File: src/nclg_defs.svh
`ifndef NCLG_DEFS_SVH
`define NCLG_DEFS_SVH
// register byte offsets
`define NCLG_OFF_CLKDIV 8'h00
`define NCLG_OFF_INDEX 8'h04
`define NCLG_OFF_STATUS 8'h08
`define NCLG_OFF_PARAM 8'h0C
`define NCLG_OFF_RSVD_A 8'h10
`define NCLG_OFF_RSVD_B 8'h14
`define NCLG_OFF_RSVD_C 8'h18
`define NCLG_OFF_VERSION 8'h1C
// field positions
`define NCLG_DIVLD_BIT 7
`define NCLG_COMMAND_COMPLETE_FLAG_BIT 7
`define NCLG_ACCESS_ERROR_FLAG_BIT 5
`define NCLG_PROTECTION_VIOLATION_FLAG_BIT 4
`define NCLG_VER_VALID_BIT 4
// reset values
`define NCLG_RST_DIV 6'h00
`define NCLG_RST_IDX 3'h0
// array geometry
`define NCLG_NUM_WORDS 6
`define NCLG_VER_NONE_LO 4'h0
`define NCLG_VER_NONE_HI 4'hF
// bus answers
`define NCLG_RESP_OKAY 2'b00
`define NCLG_RESP_SLVERR 2'b10
`endif

File: src/nclg_pkg.sv
package nclg_pkg;
   typedef enum logic [1:0] {
      NCLG_IDLE = 2'b00,
      NCLG_CHECK = 2'b01,
      NCLG_BUSY = 2'b11
   } nclg_state_t;
   typedef enum logic [7:0] {
      NCLG_ERS_VFY_ALL = 8'h01, NCLG_ERS_VFY_BLK = 8'h02,
      NCLG_ERS_VFY_SEC = 8'h03, NCLG_READ_ONCE = 8'h04,
      NCLG_PROG = 8'h06, NCLG_PROG_ONCE = 8'h07,
      NCLG_ERS_ALL = 8'h08, NCLG_ERS_BLK = 8'h09,
      NCLG_ERS_SECT = 8'h0A, NCLG_UNSECURE = 8'h0B,
      NCLG_BACKDOOR = 8'h0C, NCLG_USER_MARGIN = 8'h0D,
      NCLG_FIELD_MARGIN = 8'h0E, NCLG_D_VFY_SEC = 8'h10,
      NCLG_D_PROG = 8'h11, NCLG_D_ERS_SECT = 8'h12
   } nclg_cmd_t;
   typedef struct packed {
      logic [5:0][15:0] words;
   } nclg_params_t;
   typedef struct packed {
      logic special;
      logic secured;
   } nclg_mode_t;
endpackage

File: src/nclg_gate.sv
// Notes on behaviour
// [RULE1] reserved test registers read zero, ignore writes
// [RULE2] version word: low nibble number, 0/F none
// [RULE3] software loads divider before program or erase
// [RULE4] no program/erase below 0.8 MHz bus
// [RULE5] divider write sets the loaded flag
// [RULE6] unloaded divider: program/erase rejected, access error
// [RULE7] software clears errors, checks completion before launch
// [RULE8] busy: no launch, array writes discarded
// [RULE9] index register selects the array word
// [RULE10] writing one to completion launches command
// [RULE11] completion set at finish, results into array
// [RULE12] mode and security inputs select valid commands
// [RULE13] erase-verify commands valid in every state; code keeps only erase-verify-all and -block valid in every state
// [RULE14] general commands invalid only secured special
// [RULE15] erase-all and unsecure only special mode
// [RULE16] backdoor key only normal mode
// [RULE17] field margin only unsecured special mode
// [RULE18] word zero high byte is command code
// [RULE19] indices six, seven ignore writes, read zero
// [RULE20] undefined or disallowed code: access error, completion
`include "nclg_defs.svh"
module nclg_gate
   import nclg_pkg::*;
(
   // clock and reset
   input wire logic core_clk,
   input wire logic reset_n,
   // axi4-lite write
   input wire logic [7:0] s_axi_awaddr,
   input wire logic s_axi_awvalid,
   output logic s_axi_awready,
   input wire logic [31:0] s_axi_wdata,
   input wire logic [3:0] s_axi_wstrb,
   input wire logic s_axi_wvalid,
   output logic s_axi_wready,
   output logic [1:0] s_axi_bresp,
   output logic s_axi_bvalid,
   input wire logic s_axi_bready,
   // axi4-lite read
   input wire logic [7:0] s_axi_araddr,
   input wire logic s_axi_arvalid,
   output logic s_axi_arready,
   output logic [31:0] s_axi_rdata,
   output logic [1:0] s_axi_rresp,
   output logic s_axi_rvalid,
   input wire logic s_axi_rready,
   // mode pins and information row
   input wire logic special_mode_input,
   input wire logic secure_input,
   input wire logic [15:0] info_version_word,
   // memory controller
   output logic cmd_start,
   output nclg_params_t cmd_params,
   input wire logic cmd_done,
   input wire nclg_params_t cmd_result,
   input wire logic cmd_protection_violation_flag,
   // time base
   output logic nvm_time_base
);
   nclg_state_t state;
   nclg_params_t arr;
   nclg_mode_t mode_s1, mode_s2, mode_s3, mode_q;
   logic [5:0] divider_value, tb_cnt;
   logic [2:0] parameter_index_field;
   logic divider_loaded_flag, aw_held, w_held;
   logic command_complete_flag, access_error_flag, protection_violation_flag;
   logic [7:0] aw_addr, code;
   logic [31:0] w_data, next_rdata;
   logic [3:0] w_strb;
   logic wr_fire, wr_map, rd_map, rd_fire, wr_div, wr_idx, wr_stat, wr_arr, launch;
   logic is_pe, code_ok, check_pass;
   logic [15:0] idx_word;
   // mode pin synchronisers
   always_ff @(posedge core_clk or negedge reset_n) begin
      if (!reset_n) begin
         mode_s1 <= '0;
         mode_s2 <= '0;
         mode_s3 <= '0;
         mode_q <= '0;
      end else begin
         mode_s1 <= {special_mode_input, secure_input};
         mode_s2 <= mode_s1;
         mode_s3 <= mode_s2;
         if (mode_s2 == mode_s3) begin
            mode_q <= mode_s3;
         end
      end
   end
   // write channel capture
   assign s_axi_awready = !aw_held;
   assign s_axi_wready = !w_held;
   assign wr_fire = aw_held && w_held && !s_axi_bvalid;
   always_ff @(posedge core_clk or negedge reset_n) begin
      if (!reset_n) begin
         aw_held <= 1'b0;
         w_held <= 1'b0;
         aw_addr <= 8'h00;
         w_data <= 32'h0000_0000;
         w_strb <= 4'h0;
      end else begin
         if (s_axi_awvalid && !aw_held) begin
            aw_held <= 1'b1;
            aw_addr <= s_axi_awaddr;
         end else if (wr_fire) begin
            aw_held <= 1'b0;
         end
         if (s_axi_wvalid && !w_held) begin
            w_held <= 1'b1;
            w_data <= s_axi_wdata;
            w_strb <= s_axi_wstrb;
         end else if (wr_fire) begin
            w_held <= 1'b0;
         end
      end
   end
   always_comb begin
      wr_map = 1'b1;
      case (aw_addr)
         `NCLG_OFF_CLKDIV, `NCLG_OFF_INDEX, `NCLG_OFF_STATUS, `NCLG_OFF_PARAM: wr_map = 1'b1;
         `NCLG_OFF_RSVD_A, `NCLG_OFF_RSVD_B, `NCLG_OFF_RSVD_C: wr_map = 1'b1; // RULE1
         `NCLG_OFF_VERSION: wr_map = 1'b1;
         default: wr_map = 1'b0;
      endcase
   end
   assign wr_div = wr_fire && aw_addr == `NCLG_OFF_CLKDIV && w_strb[0];
   assign wr_idx = wr_fire && aw_addr == `NCLG_OFF_INDEX && w_strb[0];
   assign wr_stat = wr_fire && aw_addr == `NCLG_OFF_STATUS && w_strb[0];
   assign wr_arr = wr_fire && aw_addr == `NCLG_OFF_PARAM && command_complete_flag; // RULE8
   assign launch = wr_stat && w_data[`NCLG_COMMAND_COMPLETE_FLAG_BIT] && command_complete_flag
      && !access_error_flag && !protection_violation_flag && state == NCLG_IDLE;
   always_ff @(posedge core_clk or negedge reset_n) begin
      if (!reset_n) begin
         s_axi_bvalid <= 1'b0;
         s_axi_bresp <= `NCLG_RESP_OKAY;
      end else if (wr_fire) begin
         s_axi_bvalid <= 1'b1;
         s_axi_bresp <= wr_map ? `NCLG_RESP_OKAY : `NCLG_RESP_SLVERR;
      end else if (s_axi_bready) begin
         s_axi_bvalid <= 1'b0;
      end
   end
   // divider and index
   always_ff @(posedge core_clk or negedge reset_n) begin
      if (!reset_n) begin
         divider_value <= `NCLG_RST_DIV;
         divider_loaded_flag <= 1'b0;
      end else if (wr_div) begin
         divider_value <= w_data[5:0];
         divider_loaded_flag <= 1'b1; // RULE5
      end
   end
   always_ff @(posedge core_clk or negedge reset_n) begin
      if (!reset_n) begin
         parameter_index_field <= `NCLG_RST_IDX;
      end else if (wr_idx) begin
         parameter_index_field <= w_data[2:0]; // RULE9
      end
   end
   // time base tick
   always_ff @(posedge core_clk or negedge reset_n) begin
      if (!reset_n) begin
         tb_cnt <= 6'h00;
         nvm_time_base <= 1'b0;
      end else if (!divider_loaded_flag || tb_cnt == divider_value) begin
         tb_cnt <= 6'h00;
         nvm_time_base <= divider_loaded_flag;
      end else begin
         tb_cnt <= tb_cnt + 6'h01;
         nvm_time_base <= 1'b0;
      end
   end
   // parameter array, one word per entry
   for (genvar i = 0; i < `NCLG_NUM_WORDS; i++) begin : g_word
      always_ff @(posedge core_clk or negedge reset_n) begin
         if (!reset_n) begin
            arr.words[i] <= 16'h0000;
         end else if (state == NCLG_BUSY && cmd_done) begin
            arr.words[i] <= cmd_result.words[i]; // RULE11
         end else if (wr_arr && parameter_index_field == 3'(i)) begin // RULE9
            if (w_strb[1]) begin
               arr.words[i][15:8] <= w_data[15:8];
            end
            if (w_strb[0]) begin
               arr.words[i][7:0] <= w_data[7:0];
            end
         end
      end
   end
   // command checks
   assign code = arr.words[0][15:8]; // RULE18
   always_comb begin
      is_pe = 1'b0;
      code_ok = 1'b0;
      case (code)
         NCLG_ERS_VFY_ALL, NCLG_ERS_VFY_BLK: code_ok = 1'b1; // RULE13
         NCLG_ERS_VFY_SEC, NCLG_READ_ONCE, NCLG_USER_MARGIN, NCLG_D_VFY_SEC: begin
            code_ok = !(mode_q.special && mode_q.secured); // RULE14
         end
         NCLG_PROG, NCLG_PROG_ONCE, NCLG_ERS_BLK, NCLG_ERS_SECT, NCLG_D_PROG,
         NCLG_D_ERS_SECT: begin
            is_pe = 1'b1;
            code_ok = !(mode_q.special && mode_q.secured); // RULE14
         end
         NCLG_ERS_ALL, NCLG_UNSECURE: begin
            is_pe = 1'b1;
            code_ok = mode_q.special; // RULE15
         end
         NCLG_BACKDOOR: code_ok = !mode_q.special; // RULE16
         NCLG_FIELD_MARGIN: code_ok = mode_q.special && !mode_q.secured; // RULE17
         default: code_ok = 1'b0; // RULE20
      endcase
   end
   assign check_pass = code_ok && (divider_loaded_flag || !is_pe); // RULE6 RULE12
   always_ff @(posedge core_clk or negedge reset_n) begin
      if (!reset_n) begin
         state <= NCLG_IDLE;
      end else begin
         case (state)
            NCLG_IDLE: if (launch) state <= NCLG_CHECK; // RULE10
            NCLG_CHECK: state <= check_pass ? NCLG_BUSY : NCLG_IDLE;
            NCLG_BUSY: if (cmd_done) state <= NCLG_IDLE;
            default: state <= NCLG_IDLE;
         endcase
      end
   end
   always_ff @(posedge core_clk or negedge reset_n) begin
      if (!reset_n) begin
         cmd_start <= 1'b0;
         cmd_params <= '0;
      end else begin
         cmd_start <= state == NCLG_CHECK && check_pass;
         if (state == NCLG_CHECK && check_pass) begin
            cmd_params <= arr; // RULE10
         end
      end
   end
   // status flags, hardware set wins over clear
   always_ff @(posedge core_clk or negedge reset_n) begin
      if (!reset_n) begin
         command_complete_flag <= 1'b1;
      end else if (state == NCLG_CHECK && !check_pass) begin
         command_complete_flag <= 1'b1; // RULE20
      end else if (state == NCLG_BUSY && cmd_done) begin
         command_complete_flag <= 1'b1; // RULE11
      end else if (launch) begin
         command_complete_flag <= 1'b0; // RULE10
      end
   end
   always_ff @(posedge core_clk or negedge reset_n) begin
      if (!reset_n) begin
         access_error_flag <= 1'b0;
      end else if (state == NCLG_CHECK && !check_pass) begin
         access_error_flag <= 1'b1; // RULE6 RULE20
      end else if (wr_stat && w_data[`NCLG_ACCESS_ERROR_FLAG_BIT]) begin
         access_error_flag <= 1'b0;
      end
   end
   always_ff @(posedge core_clk or negedge reset_n) begin
      if (!reset_n) begin
         protection_violation_flag <= 1'b0;
      end else if (state == NCLG_BUSY && cmd_done && cmd_protection_violation_flag) begin
         protection_violation_flag <= 1'b1;
      end else if (wr_stat && w_data[`NCLG_PROTECTION_VIOLATION_FLAG_BIT]) begin
         protection_violation_flag <= 1'b0;
      end
   end
   // read path
   assign s_axi_arready = !s_axi_rvalid;
   assign rd_fire = s_axi_arvalid && s_axi_arready;
   assign idx_word = parameter_index_field < 3'(`NCLG_NUM_WORDS)
      ? arr.words[parameter_index_field] : 16'h0000; // RULE19
   always_comb begin
      next_rdata = 32'h0000_0000;
      rd_map = 1'b1;
      case (s_axi_araddr)
         `NCLG_OFF_CLKDIV: next_rdata = {24'h00_0000, divider_loaded_flag, 1'b0, divider_value};
         `NCLG_OFF_INDEX: next_rdata = {29'h0, parameter_index_field};
         `NCLG_OFF_STATUS: next_rdata = {24'h00_0000, command_complete_flag, 1'b0,
            access_error_flag, protection_violation_flag, 4'h0};
         `NCLG_OFF_PARAM: next_rdata = {16'h0000, idx_word};
         `NCLG_OFF_RSVD_A, `NCLG_OFF_RSVD_B, `NCLG_OFF_RSVD_C: next_rdata = 32'h0000_0000; // RULE1
         `NCLG_OFF_VERSION: begin
            next_rdata[3:0] = info_version_word[3:0]; // RULE2
            next_rdata[`NCLG_VER_VALID_BIT] = info_version_word[3:0] != `NCLG_VER_NONE_LO
               && info_version_word[3:0] != `NCLG_VER_NONE_HI; // RULE2
         end
         default: rd_map = 1'b0;
      endcase
   end
   always_ff @(posedge core_clk or negedge reset_n) begin
      if (!reset_n) begin
         s_axi_rvalid <= 1'b0;
         s_axi_rdata <= 32'h0000_0000;
         s_axi_rresp <= `NCLG_RESP_OKAY;
      end else if (rd_fire) begin
         s_axi_rvalid <= 1'b1;
         s_axi_rdata <= next_rdata;
         s_axi_rresp <= rd_map ? `NCLG_RESP_OKAY : `NCLG_RESP_SLVERR;
      end else if (s_axi_rready) begin
         s_axi_rvalid <= 1'b0;
      end
   end
endmodule

File: config.mk
export PLATFORM = sky130hd
export DESIGN_NAME = nclg_gate
export DESIGN_NICKNAME = d
export VERILOG_FILES = /design/src/nclg_pkg.sv /design/src/nclg_gate.sv
export VERILOG_INCLUDE_DIRS = /design/src
export SDC_FILE = /design/constraint.sdc
export NUM_CORES = 1
export LEC_CHECK = 0
export ABC_AREA = 1
export BUFFER_PORTS_ARGS = -buffer_cell sky130_fd_sc_hd__buf_2
export CAP_MARGIN = 30
export CORE_MARGIN = 2
export CORE_UTILIZATION = 54
export DETAILED_ROUTE_END_ITERATION = 8
export PLACE_DENSITY = 0.91
export SYNTH_ARGS = -nofsm -noshare
export SYNTH_HDL_FRONTEND = slang
export SYNTH_SLANG_ARGS = --single-unit
File: constraint.sdc
create_clock -name core_clk -period 2 [get_ports core_clk]
set_input_delay 0.1 -clock core_clk [delete_from_list [all_inputs] [get_ports core_clk]]
set_output_delay 0.1 -clock core_clk [all_outputs]
set_load 0.05 [all_outputs]
### Word level (Yosys, flattened, before mapping)

Memory sizes are Yosys's and may differ from the RTL's.
Index checks and enable logic that the tools add are counted.
Widths: inputs -> output; s select.

| word-level totals | value |
|---|---|
| bits in registers | 289 |
| bits in latches | 0 |
| memory bits (writable) | 0 |
| bits in read-only memories | 32 |
| input port bits | 175 |
| output and inout port bits | 139 |
| memories | 1 |

Memories:

| name | depth | bits a word | rd ports | clocked after Yosys merged registers in | wr ports | line | source |
|---|---|---|---|---|---|---|---|
| (name not given) | 32 | 1 | 1 | 0 | 0 | nclg_gate.sv:119 | `case (aw_addr)` |

| cells by class | value |
|---|---|
| add/subtract/negate cells | 1 |
| $mul | 0 |
| divide/modulo/power cells | 0 |
| $lt $le $gt $ge | 2 |
| equality and inequality tests | 38 |
| shift operators | 0 |
| multiplexer cells | 45 |
| bitwise operators | 0 |
| reduce and logical (&&, ||, !) cells | 87 |

Operator list:

| cell | count |
|---|---|
| $mux 16 | 14 |
| $eq 8x4->1 const B | 11 |
| $eq 8x5->1 const B | 7 |
| $bmux 16 s3 | 1 |
| $eq 8x3->1 const B | 5 |
| $logic_and 1x1->1 | 34 |
| $pmux 11 s3 | 1 |
| $reduce_bool 2->1 | 14 |
| $reduce_and 2->1 | 13 |
| $pmux 5 s5 | 1 |
| $mux 1 | 18 |
| $eq 8x2->1 const B | 2 |
| $logic_not 8->1 | 2 |
| $mux 8 | 2 |
| $reduce_or 8->1 | 2 |
| $logic_not 1->1 | 12 |
| $mux 2 | 5 |
| $reduce_or 10->1 | 1 |
| $eq 8x1->1 const B | 1 |
| $add 6x1->6 const B | 1 |
| $eq 3x2->1 const B | 2 |
| $eq 3x3->1 const B | 2 |
| $eq 6x6->1 | 1 |
| $logic_not 3->1 | 2 |
| 16 further kinds | 19 |

### Depth between registers and ports, before layout

Gate-level depths: netlist (run 1).

| logic depth | value |
|---|---|
| depth after elaboration | 12 |
| depth in mapped cells | 13 |

### Worst setup path after synthesis (run 1)

No wires, ideal clock.

| path | value |
|---|---|
| path kind | flip-flop to flip-flop |
| start point | reg s_axi_rvalid |
| end point | reg s_axi_rdata[3] |
| library setup time | 77 ps |
| data arrival time | 1743 ps |
| data required time | 1923 ps |
| slack | 180 ps |
| stages on the path, launching flop included | 7 |
| path buffers | 0 |
| period minus slack after synthesis | 1820 ps |
| cells stage by stage | dfrtp_1 -> inv_1 -> nand2_1 -> clkinv_1 -> nand2_1 -> a21oi_1 -> a21oi_1 |

| on the way | value |
|---|---|
| word-level cells in the longest chain between the ends | 2 |

RTL lines:

| item | line | source |
|---|---|---|
| from (decl) | nclg_gate.sv:46 | `output logic s_axi_rvalid,` |
| from (signal assigned) | nclg_gate.sv:293 | `s_axi_rvalid <= 1'b0;` |
| from (signal assigned) | nclg_gate.sv:297 | `s_axi_rvalid <= 1'b1;` |
| from (signal assigned) | nclg_gate.sv:301 | `s_axi_rvalid <= 1'b0;` |
| $logic_not 1->1 | nclg_gate.sv:269 | `assign s_axi_arready = !s_axi_rvalid;` |
| named net s_axi_arready | nclg_gate.sv:43 | `output logic s_axi_arready,` |
| $logic_and 1x1->1 | nclg_gate.sv:270 | `assign rd_fire = s_axi_arvalid && s_axi_arready;` |
| to (signal assigned) | nclg_gate.sv:298 | `s_axi_rdata <= next_rdata;` |
| to (decl) | nclg_gate.sv:44 | `output logic [31:0] s_axi_rdata,` |

The timed path passes the listed nets, and every way through them passes these cells.
A chain may end at the register's enable or synchronous reset.

### Final worst setup path (run 1)

| path | value |
|---|---|
| start point | reg arr[12] (netlist bit) |
| end point | reg cmd_params[28] (netlist bit) |

| on the way | value |
|---|---|
| word-level cells in the longest chain between the ends | 7 |
| elaborated cells between the ends (all ways) | 26 |
| those cells by class | eq/ne: 16; mux: 2; reduce/logical: 8 |

RTL lines:

| item | line | source |
|---|---|---|
| from (decl) | nclg_gate.sv:62 | `nclg_params_t arr;` |
| $eq 8x4->1 (tied with other cells) | nclg_gate.sv:195 | `case (code)` |
| $reduce_or 8->1 (no line) | -- |  |
| $mux 1 | nclg_gate.sv:195 |  |
| $logic_not 1->1 | nclg_gate.sv:214 | `assign check_pass = code_ok && (divider_loaded_flag \|\| !is_pe);` |
| $logic_or 1x1->1 | nclg_gate.sv:214 |  |
| $logic_and 1x1->1 (*) | nclg_gate.sv:214 |  |
| $logic_and 1x1->1 (*) | nclg_gate.sv:233 | `if (state == NCLG_CHECK && check_pass) begin` |
| to (signal assigned) | nclg_gate.sv:234 | `cmd_params <= arr;` |
| to (decl) | nclg_gate.sv:54 | `output nclg_params_t cmd_params,` |

Mark *: on every way between the ends. The rest lies on a longest branch, timed or not.

==> run_results.csv, run 1 <==
group,metric,value,unit
sta,fin_ws,60.16,ps
detailed_routing,wl_per_cell,21.07,µm
status,violations,"design-rule violations",
detailed_routing,drt_iter0_drc,2122,
sta,worst-slew-pin-transition,844.1,ps
clock_tree,clock_sinks,271,
clock_tree,clk_latency,540,ps
global_route,grt_max_degree,99,
die,core,23540,µm²
clock_tree,cts_tree,"yes",
die,dieWidth,159.2,µm
critical_path,crit_top_cell,"nand2_1",
pwr,peakVddDrop,0.001129,V
placed_design,post-place-cells,2227,
critical_path,cp_slowest_cell,"dfrtp_1",
detailed_routing,viasPerCell,5.917,
critical_path,cp-end-kind,"flop",
critical_path,crit_path_start_kind,"flop",
synthesis,ys_seq_area_share,52.17,%
die,die_h,159.2,µm
synthesis,synthFlopType,"dfrtp_1",
synthesis,synth.most_common_cell,"nand2_1",
clock_tree,clkTransAtPathRegs,70,ps
sta,finalCriticalPeriod,1940,ps
sta,setup_viol_count_final,0,
job,drv_cap,0,
critical_path,worst-setup-path-type,"reg2reg",
final_layout,drive_gt1_share,18.69,%
global_route,grt_pass1_vias,13800,
clock_tree,cts-root-buf,"clkbuf_16",
synthesis,synth_common_cells,"nand2_1, dfrtp_1, nand3_1, nand4_1",
synthesis,ys_ff_latch,271,
synthesis,synth_top_area_share,51.96,%
final_layout,finalNetCount,2244,
final_layout,num-fill-cells,1678,
detailed_routing,routed_wl,50820,µm
detailed_routing,num_vias,14270,
synthesis,synth_edf_count,0,
clock_tree,cts_max_level,1,
synthesis,synth_largest_area_cell,"dfrtp_1",
detailed_routing,final_antenna_net_count,0,
pwr,cellPowerDensity,920.8,nW/µm²
sta,hold_viol,0,
sta,fmax,515.5,MHz
synthesis,avgSynthCellArea,7.698,µm²
synthesis,synthTopCellsByArea,"dfrtp_1, nand2_1, nand3_1, nand4_1, inv_1",
final_layout,fin_util,72.47,%
global_route,grt.total_usage,39.41,%
clock_tree,cts_made_buffers,27,
detailed_routing,drc,2,
clock_tree,post_cts_buffers,0,
critical_path,crit_chain,"inv_1 > nand2_1 > nand3_1 > nand3_1 > a21oi_4 > nand3_4 > buf_12 > nand2_1 > nand2_1",
die,io_pins,314,
pwr,power.leakage,9.512,nW
critical_path,required,2410,ps
sta,slew_headroom,43.59,%
die,die-area,25340,µm²
sta,slew_viol_final,0,
critical_path,cp_data_arrival_time,2350,ps
synthesis,syn-cell-area,13000,µm²
sta,period_share,96.99,%
die,rows,56,
final_layout,layoutNonFillerInstCount,2412,
status,status,"complete, but fails checks",
placed_design,gp_congestion,0.9854,
synthesis,ys_types,34,
min_path,hp-class,"in2reg",
placed_design,io_buffers,265,
critical_path,crit_path_max_incr_delay,440,ps
global_route,grt_pass1_wl,77940,µm
detailed_routing,first_pass_iters,9,
global_route,grt_overflow,0,
sta,fin_skew,11.16,ps
synthesis,yosys_warnings,0,
clock_tree,clk_path_buf_depth,3,
sta,timing.hold.ws,36.63,ps
placed_design,hpwlAfterDp,30820,µm
sta,tns,0,ps
final_layout,area_growth_syn_to_layout,31.22,%
critical_path,cp_max_fo,59,
synthesis,postSynthCellCount,1689,
placed_design,pre_cts_ws,13.01,ps
die,initial_core_util,55.23,%
sta,rsz0062_at_grt,"no",
global_route,antenna_found_initial,6,
synthesis,async_reset_ff_share,100.0,%
path summary, 6_finish.rpt:
| kind | start | depth (start not counted) | slack (ps) | to |
|---|---|---|---|---|
| worst max-delay path | arr[12]$_DFFE_PN0P_ | 9 | 60 | cmd_params[28]$_DFFE_PN0P_ |
| worst min-delay path | s_axi_arvalid | 5 | 40 | s_axi_rdata[7]$_DFFE_PN0P_ |
| worst max register to register | arr[12]$_DFFE_PN0P_ | 9 | 60 | cmd_params[28]$_DFFE_PN0P_ |
| worst min register to register | mode_s1[1]$_DFF_PN0_ | 0 | 370 | mode_s2[1]$_DFF_PN0_ |
| max in group asynchronous | reset_n | 3 | 1070 | s_axi_rdata[3]$_DFFE_PN0P_ |
| min in group asynchronous | reset_n | 2 | 120 | cmd_params[18]$_DFFE_PN0P_ |
power breakdown:
group	internal, W	switching [W]	leakage, nW
Clock	0.00308	0.00220	0.452
Combinational	0.00114	0.00287	5.47
Sequential	0.00596	0.000460	3.59
Total	0.0102	0.00553	9.51
routing by layer:
metal	up-vias	wire length, µm	global-route usage (%)
met5	-	0	0
met4	0	3472	21.49
met3	268	6603	11.31
met2	1170	23240	62.27
met1	6654	17500	49.22
li1	6181	-	-
registers in the layout (all words and copies together) (netlist names), 2 cells and up:
signal,cells
arr,96
aw_addr,8
cmd_params,96
divider_value,6
mode_q,2
mode_s1,2
mode_s2,2
mode_s3,2
parameter_index_field,3
s_axi_rdata,16
state,2
tb_cnt,6
w_data,16
w_strb,2
cell families (layout without fill, tap and decap cells):
kind of cell | count (synthesis) | after routing | synth area share, %
compound gates | 65 | 65 | 2.646
xor+xnor | 7 | 7 | 0.4715
fa+ha+maj | 1 | 1 | 0.09621
buf+inv | 167 | 548 | 5.802
flops | 271 | 271 | 52.17
mux | 14 | 14 | 1.212
other cells | 1 | 24 | 0.02884
simple gates | 1163 | 1163 | 37.58
worst max-delay path: cells and delay by family, from the launching register on:
kind                   cells  cell delay (ps)
and+or+nand+nor            6              690
DFF                        1              440
buffers and inverters      2              370
AOI/OAI and AO/OA          1              250
through the flow:
step,total power [W],area (µm²)
after floorplan,0.008468,13070
after global placement,0.009871,14810
after detailed placement,0.009966,14810
after CTS,0.01534,17030
after global routing,0.01614,17060
final,0.01571,17060
final cells by class:
class,count,area [µm²],area share (%)
tap,319,399.1,2.339
clock inverter,10,128.9,0.7554
sequential,271,6784,39.76
inverter,62,232.7,1.364
clock buffer,38,777.0,4.554
antenna,6,15.01,0.08800
multi-input combinational,1268,5574,32.67
timing repair buffer,438,3151,18.47
cell usage in the layout (no fill, tap or decap), drive strengths merged, types with 6 or more instances in the layout:
master | netlist | final
inv | 60 | 60
nand2 | 829 | 829
nand3 | 154 | 154
dfrtp | 270 | 270
dlygate4sd3 | 0 | 131
nand4 | 109 | 109
diode | 0 | 6
clkinv | 2 | 9
conb | 1 | 18
clkbuf | 52 | 38
o21ai | 32 | 32
nor3 | 6 | 6
a21oi | 27 | 27
mux2 | 14 | 14
nor2 | 60 | 60
buf | 53 | 307
repair_timing:
| action | 4_1_cts | 5_1_grt |
|---|---|---|
| endpoints found under the hold margin | 370 | 0 |
| setup endpoints to repair | 2 | 28 |
| gates resized for setup | 1 | 8 |
| pin swaps | 0 | 0 |
| hold buffers | 131 | 0 |
Note: power is estimated with default switching activity, not from simulation.
==> inputs of run 2 (changes only) <==
--- a/config.mk
+++ b/config.mk
@@ -13,6 +13,7 @@
 export CORE_UTILIZATION = 54
 export DETAILED_ROUTE_END_ITERATION = 8
 export PLACE_DENSITY = 0.91
+export SETUP_SLACK_MARGIN = 0.15
 export SYNTH_ARGS = -nofsm -noshare
 export SYNTH_HDL_FRONTEND = slang
 export SYNTH_SLANG_ARGS = --single-unit
==> run 2 against run 1 <==
Against the previous run: the run still ends with design-rule violations left; worst hold slack got worse by 4.0 ps; first-iteration DRC count up 16%; clock power is essentially flat; non-clock buffer count rose by 24; combinational power grew 3%; clock skew decreased by 1.2 ps; critical endpoint is now cmd_params[39]$_DFFE_PN0P_.
==> run_results.csv, run 2 (synthesis results as in run 1) <==
group,metric,value,unit
pwr,peakVddDrop,0.001162,V
pwr,power,0.01589,W
sta,tns,0,ps
global_route,antenna_found_initial,6,
clock_tree,cts-root-buf,"clkbuf_16",
final_layout,fin_util,74.18,%
critical_path,worst-setup-path-type,"reg2reg",
sta,worst-slew-pin-transition,838.5,ps
detailed_routing,final_antenna_net_count,0,
detailed_routing,wl_per_cell,22.14,µm
clock_tree,clock_sinks,271,
die,rows,56,
clock_tree,clk_latency,540,ps
sta,slew_headroom,43.97,%
die,initial_core_util,55.23,%
pwr,p_switching,0.005667,W
clock_tree,cts_made_buffers,27,
final_layout,final_common_cell,"nand2_1",
status,status,"complete, but fails checks",
placed_design,place_area,14810,µm²
min_path,hp-class,"in2reg",
detailed_routing,viasPerCell,6.080,
detailed_routing,drc,2,
status,violations,"design-rule violations",
placed_design,hpwlAfterDp,30820,µm
clock_tree,cts_max_level,1,
sta,setup_viol_count_final,0,
global_route,grt_pass1_vias,13800,
final_layout,drive_gt1_share,20.31,%
sta,period_share,92.90,%
critical_path,cp_max_fo,5,
critical_path,cp-end-kind,"flop",
die,die_h,159.2,µm
pwr,seq_power_share,40.6,%
clock_tree,clkTransAtPathRegs,70,ps
final_layout,finalNetCount,2269,
die,dieWidth,159.2,µm
critical_path,cp_data_arrival_time,2270,ps
placed_design,gp_congestion,0.9854,
die,die-area,25340,µm²
pwr,p_clk_share,33.4,%
detailed_routing,num_vias,14820,
die,core,23540,µm²
global_route,grt.total_usage,39.41,%
sta,slew_viol_final,0,
sta,fmax,538.2,MHz
critical_path,required,2410,ps
global_route,grt_max_degree,99,
die,io_pins,314,
detailed_routing,drt_iter0_drc,2453,
detailed_routing,routed_wl,53960,µm
sta,hold_viol,0,
sta,finalCriticalPeriod,1858,ps
job,drv_cap,0,
pwr,internal_power,0.01022,W
final_layout,layout_common_cells,"nand2_1, dfrtp_1, buf_2",
global_route,grt_overflow,0,
final_layout,fin_area,17460,µm²
sta,rsz0062_at_grt,"yes",
critical_path,crit_path_start_kind,"flop",
pwr,power_switching_share,35.66,%
pwr,power.leakage,9.721,nW
final_layout,area_growth_syn_to_layout,34.31,%
pwr,power_frac_comb,26.1,%
detailed_routing,first_pass_iters,9,
global_route,grt_pass1_wl,77940,µm
placed_design,io_buffers,265,
clock_tree,clk_path_buf_depth,3,
sta,fin_skew,9.930,ps
clock_tree,cts_tree,"yes",
pwr,cellPowerDensity,910.0,nW/µm²
run 2: routing by layer:
layer | up-vias | track usage [%] | share of wire [%] | wire length (µm)
li1 | 6238 | - | - | -
met1 | 6845 | 49.22 | 33 | 17690
met2 | 1409 | 62.27 | 45 | 24530
met3 | 326 | 11.31 | 15 | 7854
met4 | 0 | 21.49 | 7.2 | 3891
met5 | - | 0 | 0 | 0
run 2: final cells by class:
| class | count | area (µm²) |
|---|---|---|
| fill | 1597 | 6078 |
| sequential | 271 | 6788 |
| tap | 319 | 399.1 |
| timing repair buffer | 462 | 3505 |
| multi-input combinational | 1269 | 5613 |
| clock buffer | 38 | 777.0 |
| clock inverter | 10 | 128.9 |
| antenna | 6 | 15.01 |
| inverter | 62 | 239.0 |
run 2: stage by stage:
stage	hold WS (ps)	instances	setup WS, ps
finish	32.58	2437	141.9
CTS	14.70	2406	138.6
global route	65.86	2437	106.1
detailed placement	79.70	2227	13.01
floorplan	-195.6	1706	179.8
global placement	77.25	2227	46.76
run 2: worst max-delay path, cell delays in order, from the launching register on:
cell	delay [ps]
dfrtp_2	470
nor2_2	140
nor2_1	50
nor2_1	90
nand3_1	110
a21oi_4	190
nand3_4	150
buf_4	190
buf_12	130
nand2_1	120
nand2_1	90
run 2: timing repair:
item,CTS,global route
endpoints found under the setup margin,51,204
pin swaps,0,5
resized for setup,2,30
endpoints found under the hold margin,370,0
hold buffers,131,0
setup buffers,0,15
gates cloned,0,10
run 2: final timing paths:
kind / from / endpoint / slack (ps) / cells past startpoint
setup / recovery: arr[10]$_DFFE_PN0P_ / cmd_params[39]$_DFFE_PN0P_ / 140 / 10
hold / removal: s_axi_araddr[3] / s_axi_rdata[3]$_DFFE_PN0P_ / 30 / 5
setup reg to reg: arr[10]$_DFFE_PN0P_ / cmd_params[39]$_DFFE_PN0P_ / 140 / 10
hold reg to reg: mode_s1[1]$_DFF_PN0_ / mode_s2[1]$_DFF_PN0_ / 380 / 0
max in group asynchronous: reset_n / s_axi_rdata[3]$_DFFE_PN0P_ / 1090 / 3
min in group asynchronous: reset_n / cmd_params[18]$_DFFE_PN0P_ / 120 / 2
run 2: power groups by stage:
| stage | Clock [W] | Combinational [W] | Sequential (W) |
|---|---|---|---|
| floorplan | 0 | 0.00195 | 0.00652 |
| global placement | 0 | 0.00343 | 0.00644 |
| detailed placement | 0 | 0.00351 | 0.00646 |
| CTS | 0.00524 | 0.00374 | 0.00636 |
| global route | 0.00552 | 0.00430 | 0.00646 |
| finish | 0.00530 | 0.00414 | 0.00645 |
==> inputs of run 3 (changes only) <==
--- a/config.mk
+++ b/config.mk
@@ -12,7 +12,7 @@
 export CORE_MARGIN = 2
 export CORE_UTILIZATION = 54
 export DETAILED_ROUTE_END_ITERATION = 8
-export PLACE_DENSITY = 0.91
+export PLACE_DENSITY = 0.8
 export SETUP_SLACK_MARGIN = 0.15
 export SYNTH_ARGS = -nofsm -noshare
 export SYNTH_HDL_FRONTEND = slang
==> run 3 against run 2 <==
Against the previous run: worst hold slack got worse by 28 ps; combinational power down 2%; wire length shrank 7.6%; largest power group unchanged; sequential power is 1% lower; sequential cell count unchanged; core utilization increased by 0.53 points; sequential share of layout area is 0.28 points lower; the run now ends clean; maximum frequency decreased by 2.1%.
==> run_results.csv, run 3 (synthesis results as in run 1) <==
group,metric,value,unit
sta,tns,0,ps
pwr,power.leakage,9.794,nW
critical_path,required,2430,ps
placed_design,hpwlAfterDp,30840,µm
final_layout,drive_gt1_share,20.64,%
die,rows,56,
sta,rsz0062_at_grt,"yes",
global_route,grt_overflow,0,
detailed_routing,drc,0,
sta,period_share,94.93,%
placed_design,pre_cts_ws,59.15,ps
critical_path,cp-end-kind,"flop",
detailed_routing,routed_wl,49870,µm
detailed_routing,final_antenna_net_count,0,
clock_tree,clkTransAtPathRegs,60,ps
sta,hold_viol,0,
die,dieWidth,159.2,µm
clock_tree,cts_tree,"yes",
global_route,grt_pass1_vias,13510,
final_layout,regArea,6788,µm²
die,die_h,159.2,µm
sta,slew_viol_final,0,
status,status,"finished, final reports clean",
die,die-area,25340,µm²
final_layout,layout_common_cells,"nand2_1, dfrtp_1, buf_2",
min_path,min_from,"s_axi_araddr[6]",
pwr,peakVddDrop,0.0009676,V
detailed_routing,first_pass_iters,7,
sta,finalCriticalPeriod,1899,ps
placed_design,io_buffers,265,
placed_design,place_area,14810,µm²
min_path,hp-class,"in2reg",
global_route,grt.total_usage,37.17,%
detailed_routing,drt_iter0_drc,2029,
global_route,antenna_found_initial,0,
critical_path,cp_max_fo,30,
die,initial_core_util,55.23,%
detailed_routing,viasPerCell,5.861,
final_layout,area_growth_syn_to_layout,35.28,%
final_layout,finalNetCount,2271,
die,core,23540,µm²
detailed_routing,wl_per_cell,20.46,µm
sta,fin_skew,11.49,ps
placed_design,gp_congestion,0.9545,
final_layout,final_common_cell,"nand2_1",
clock_tree,cts_made_buffers,28,
sta,fin_ws,101.5,ps
sta,setup_viol_count_final,0,
detailed_routing,num_vias,14280,
clock_tree,clk_latency,550,ps
sta,fmax,526.7,MHz
critical_path,cp_data_arrival_time,2330,ps
clock_tree,clk_path_buf_depth,3,
sta,slew_headroom,53.62,%
job,drv_cap,0,
final_layout,multi_input_area,5624,µm²
clock_tree,cts_max_level,1,
global_route,grt_pass1_wl,74890,µm
critical_path,r2r_setup_slack,100,ps
critical_path,crit_path_start_kind,"flop",
clock_tree,cts-root-buf,"clkbuf_16",
final_layout,num-fill-cells,1675,
global_route,grt_max_degree,99,
pwr,cellPowerDensity,933.0,nW/µm²
sta,worst-slew-pin-transition,694.0,ps
clock_tree,clock_sinks,271,
critical_path,r2r-start,"arr[10]$_DFFE_PN0P_",
final_layout,fin_area,17590,µm²
critical_path,worst-setup-path-type,"reg2reg",
die,io_pins,314,
critical_path,crit_start,"arr[10]$_DFFE_PN0P_",
## run 3: cell types whose count changed in the layout (fill, tap and decap cells not counted), moves of 2 or more
| cell | change |
|---|---|
| dlygate4sd3_1 | +2 |
| diode_2 | -5 |
| buf_6 | +2 |
| bufinv_16 | +3 |
| clkbuf_1 | -4 |
| buf_12 | -2 |
| clkbuf_16 | +2 |
## run 3: worst max-delay path: stages (launching register included)
cell,delay (ps)
dfrtp_2,460
inv_2,110
nand2_1,100
nand3_1,130
nand3_2,110
a21oi_4,220
nand3_4,130
buf_12,160
buf_16,170
nand2_1,110
nand2_1,80
## run 3: worst paths after layout
path | end | depth (start not counted)
min in group asynchronous | arr[20]$_DFFE_PN0P_ | 2
setup / recovery | cmd_params[4]$_DFFE_PN0P_ | 10
max in group asynchronous | cmd_params[13]$_DFFE_PN0P_ | 3
setup reg to reg | cmd_params[4]$_DFFE_PN0P_ | 10
hold / removal | s_axi_rresp[1]$_DFFE_PN0P_ | 5
hold reg to reg | mode_s2[1]$_DFF_PN0_ | 0
## run 3: final cells by class
type	instances	share of cell area, %
well taps	319	2.269
multi-input cells	1268	31.97
clock inverters	16	1.387
flip-flops and latches	271	38.59
clock buffers	36	4.617
repair buffers	464	19.82
inverters	62	1.323
diodes	1	0.01423
## run 3: report_power, final
part / switching [W] / internal, W / total, W
clock network: 0.00232 / 0.00364 / 0.00597
registers: 0.000416 / 0.00596 / 0.00638
logic: 0.00289 / 0.00117 / 0.00406
total: 0.00563 / 0.0108 / 0.0164
## run 3: per-layer routing
| metal | up-vias | wire length, µm | GRT usage, % |
|---|---|---|---|
| li1 | 6224 | - | - |
| met1 | 6685 | 18400 | 49.13 |
| met2 | 1146 | 22820 | 58.58 |
| met3 | 229 | 5923 | 9.117 |
| met4 | 0 | 2719 | 16.61 |
| met5 | - | 0 | 0 |
## run 3: timing repair
| item | in CTS | in global routing |
|---|---|---|
| pin swaps | 1 | 2 |
| cloned | 0 | 8 |
| hold buffers | 133 | 0 |
| hold endpoints to repair | 402 | 0 |
| gates resized for setup | 2 | 32 |
| setup endpoints to repair | 57 | 207 |
| buffers inserted | 1 | 11 |
## run 3: through the flow
stage               std cells  power [W]  util (%)  hold WS (ps)
detailed placement       2231   0.009959     62.92        -6.569
global route             2436    0.01686     74.70         38.27
CTS                      2417    0.01604     73.11         2.986
global placement         2231   0.009877     62.92        -5.388
floorplan                1706   0.008468         -        -195.6
finish                   2437    0.01641     74.71         4.708
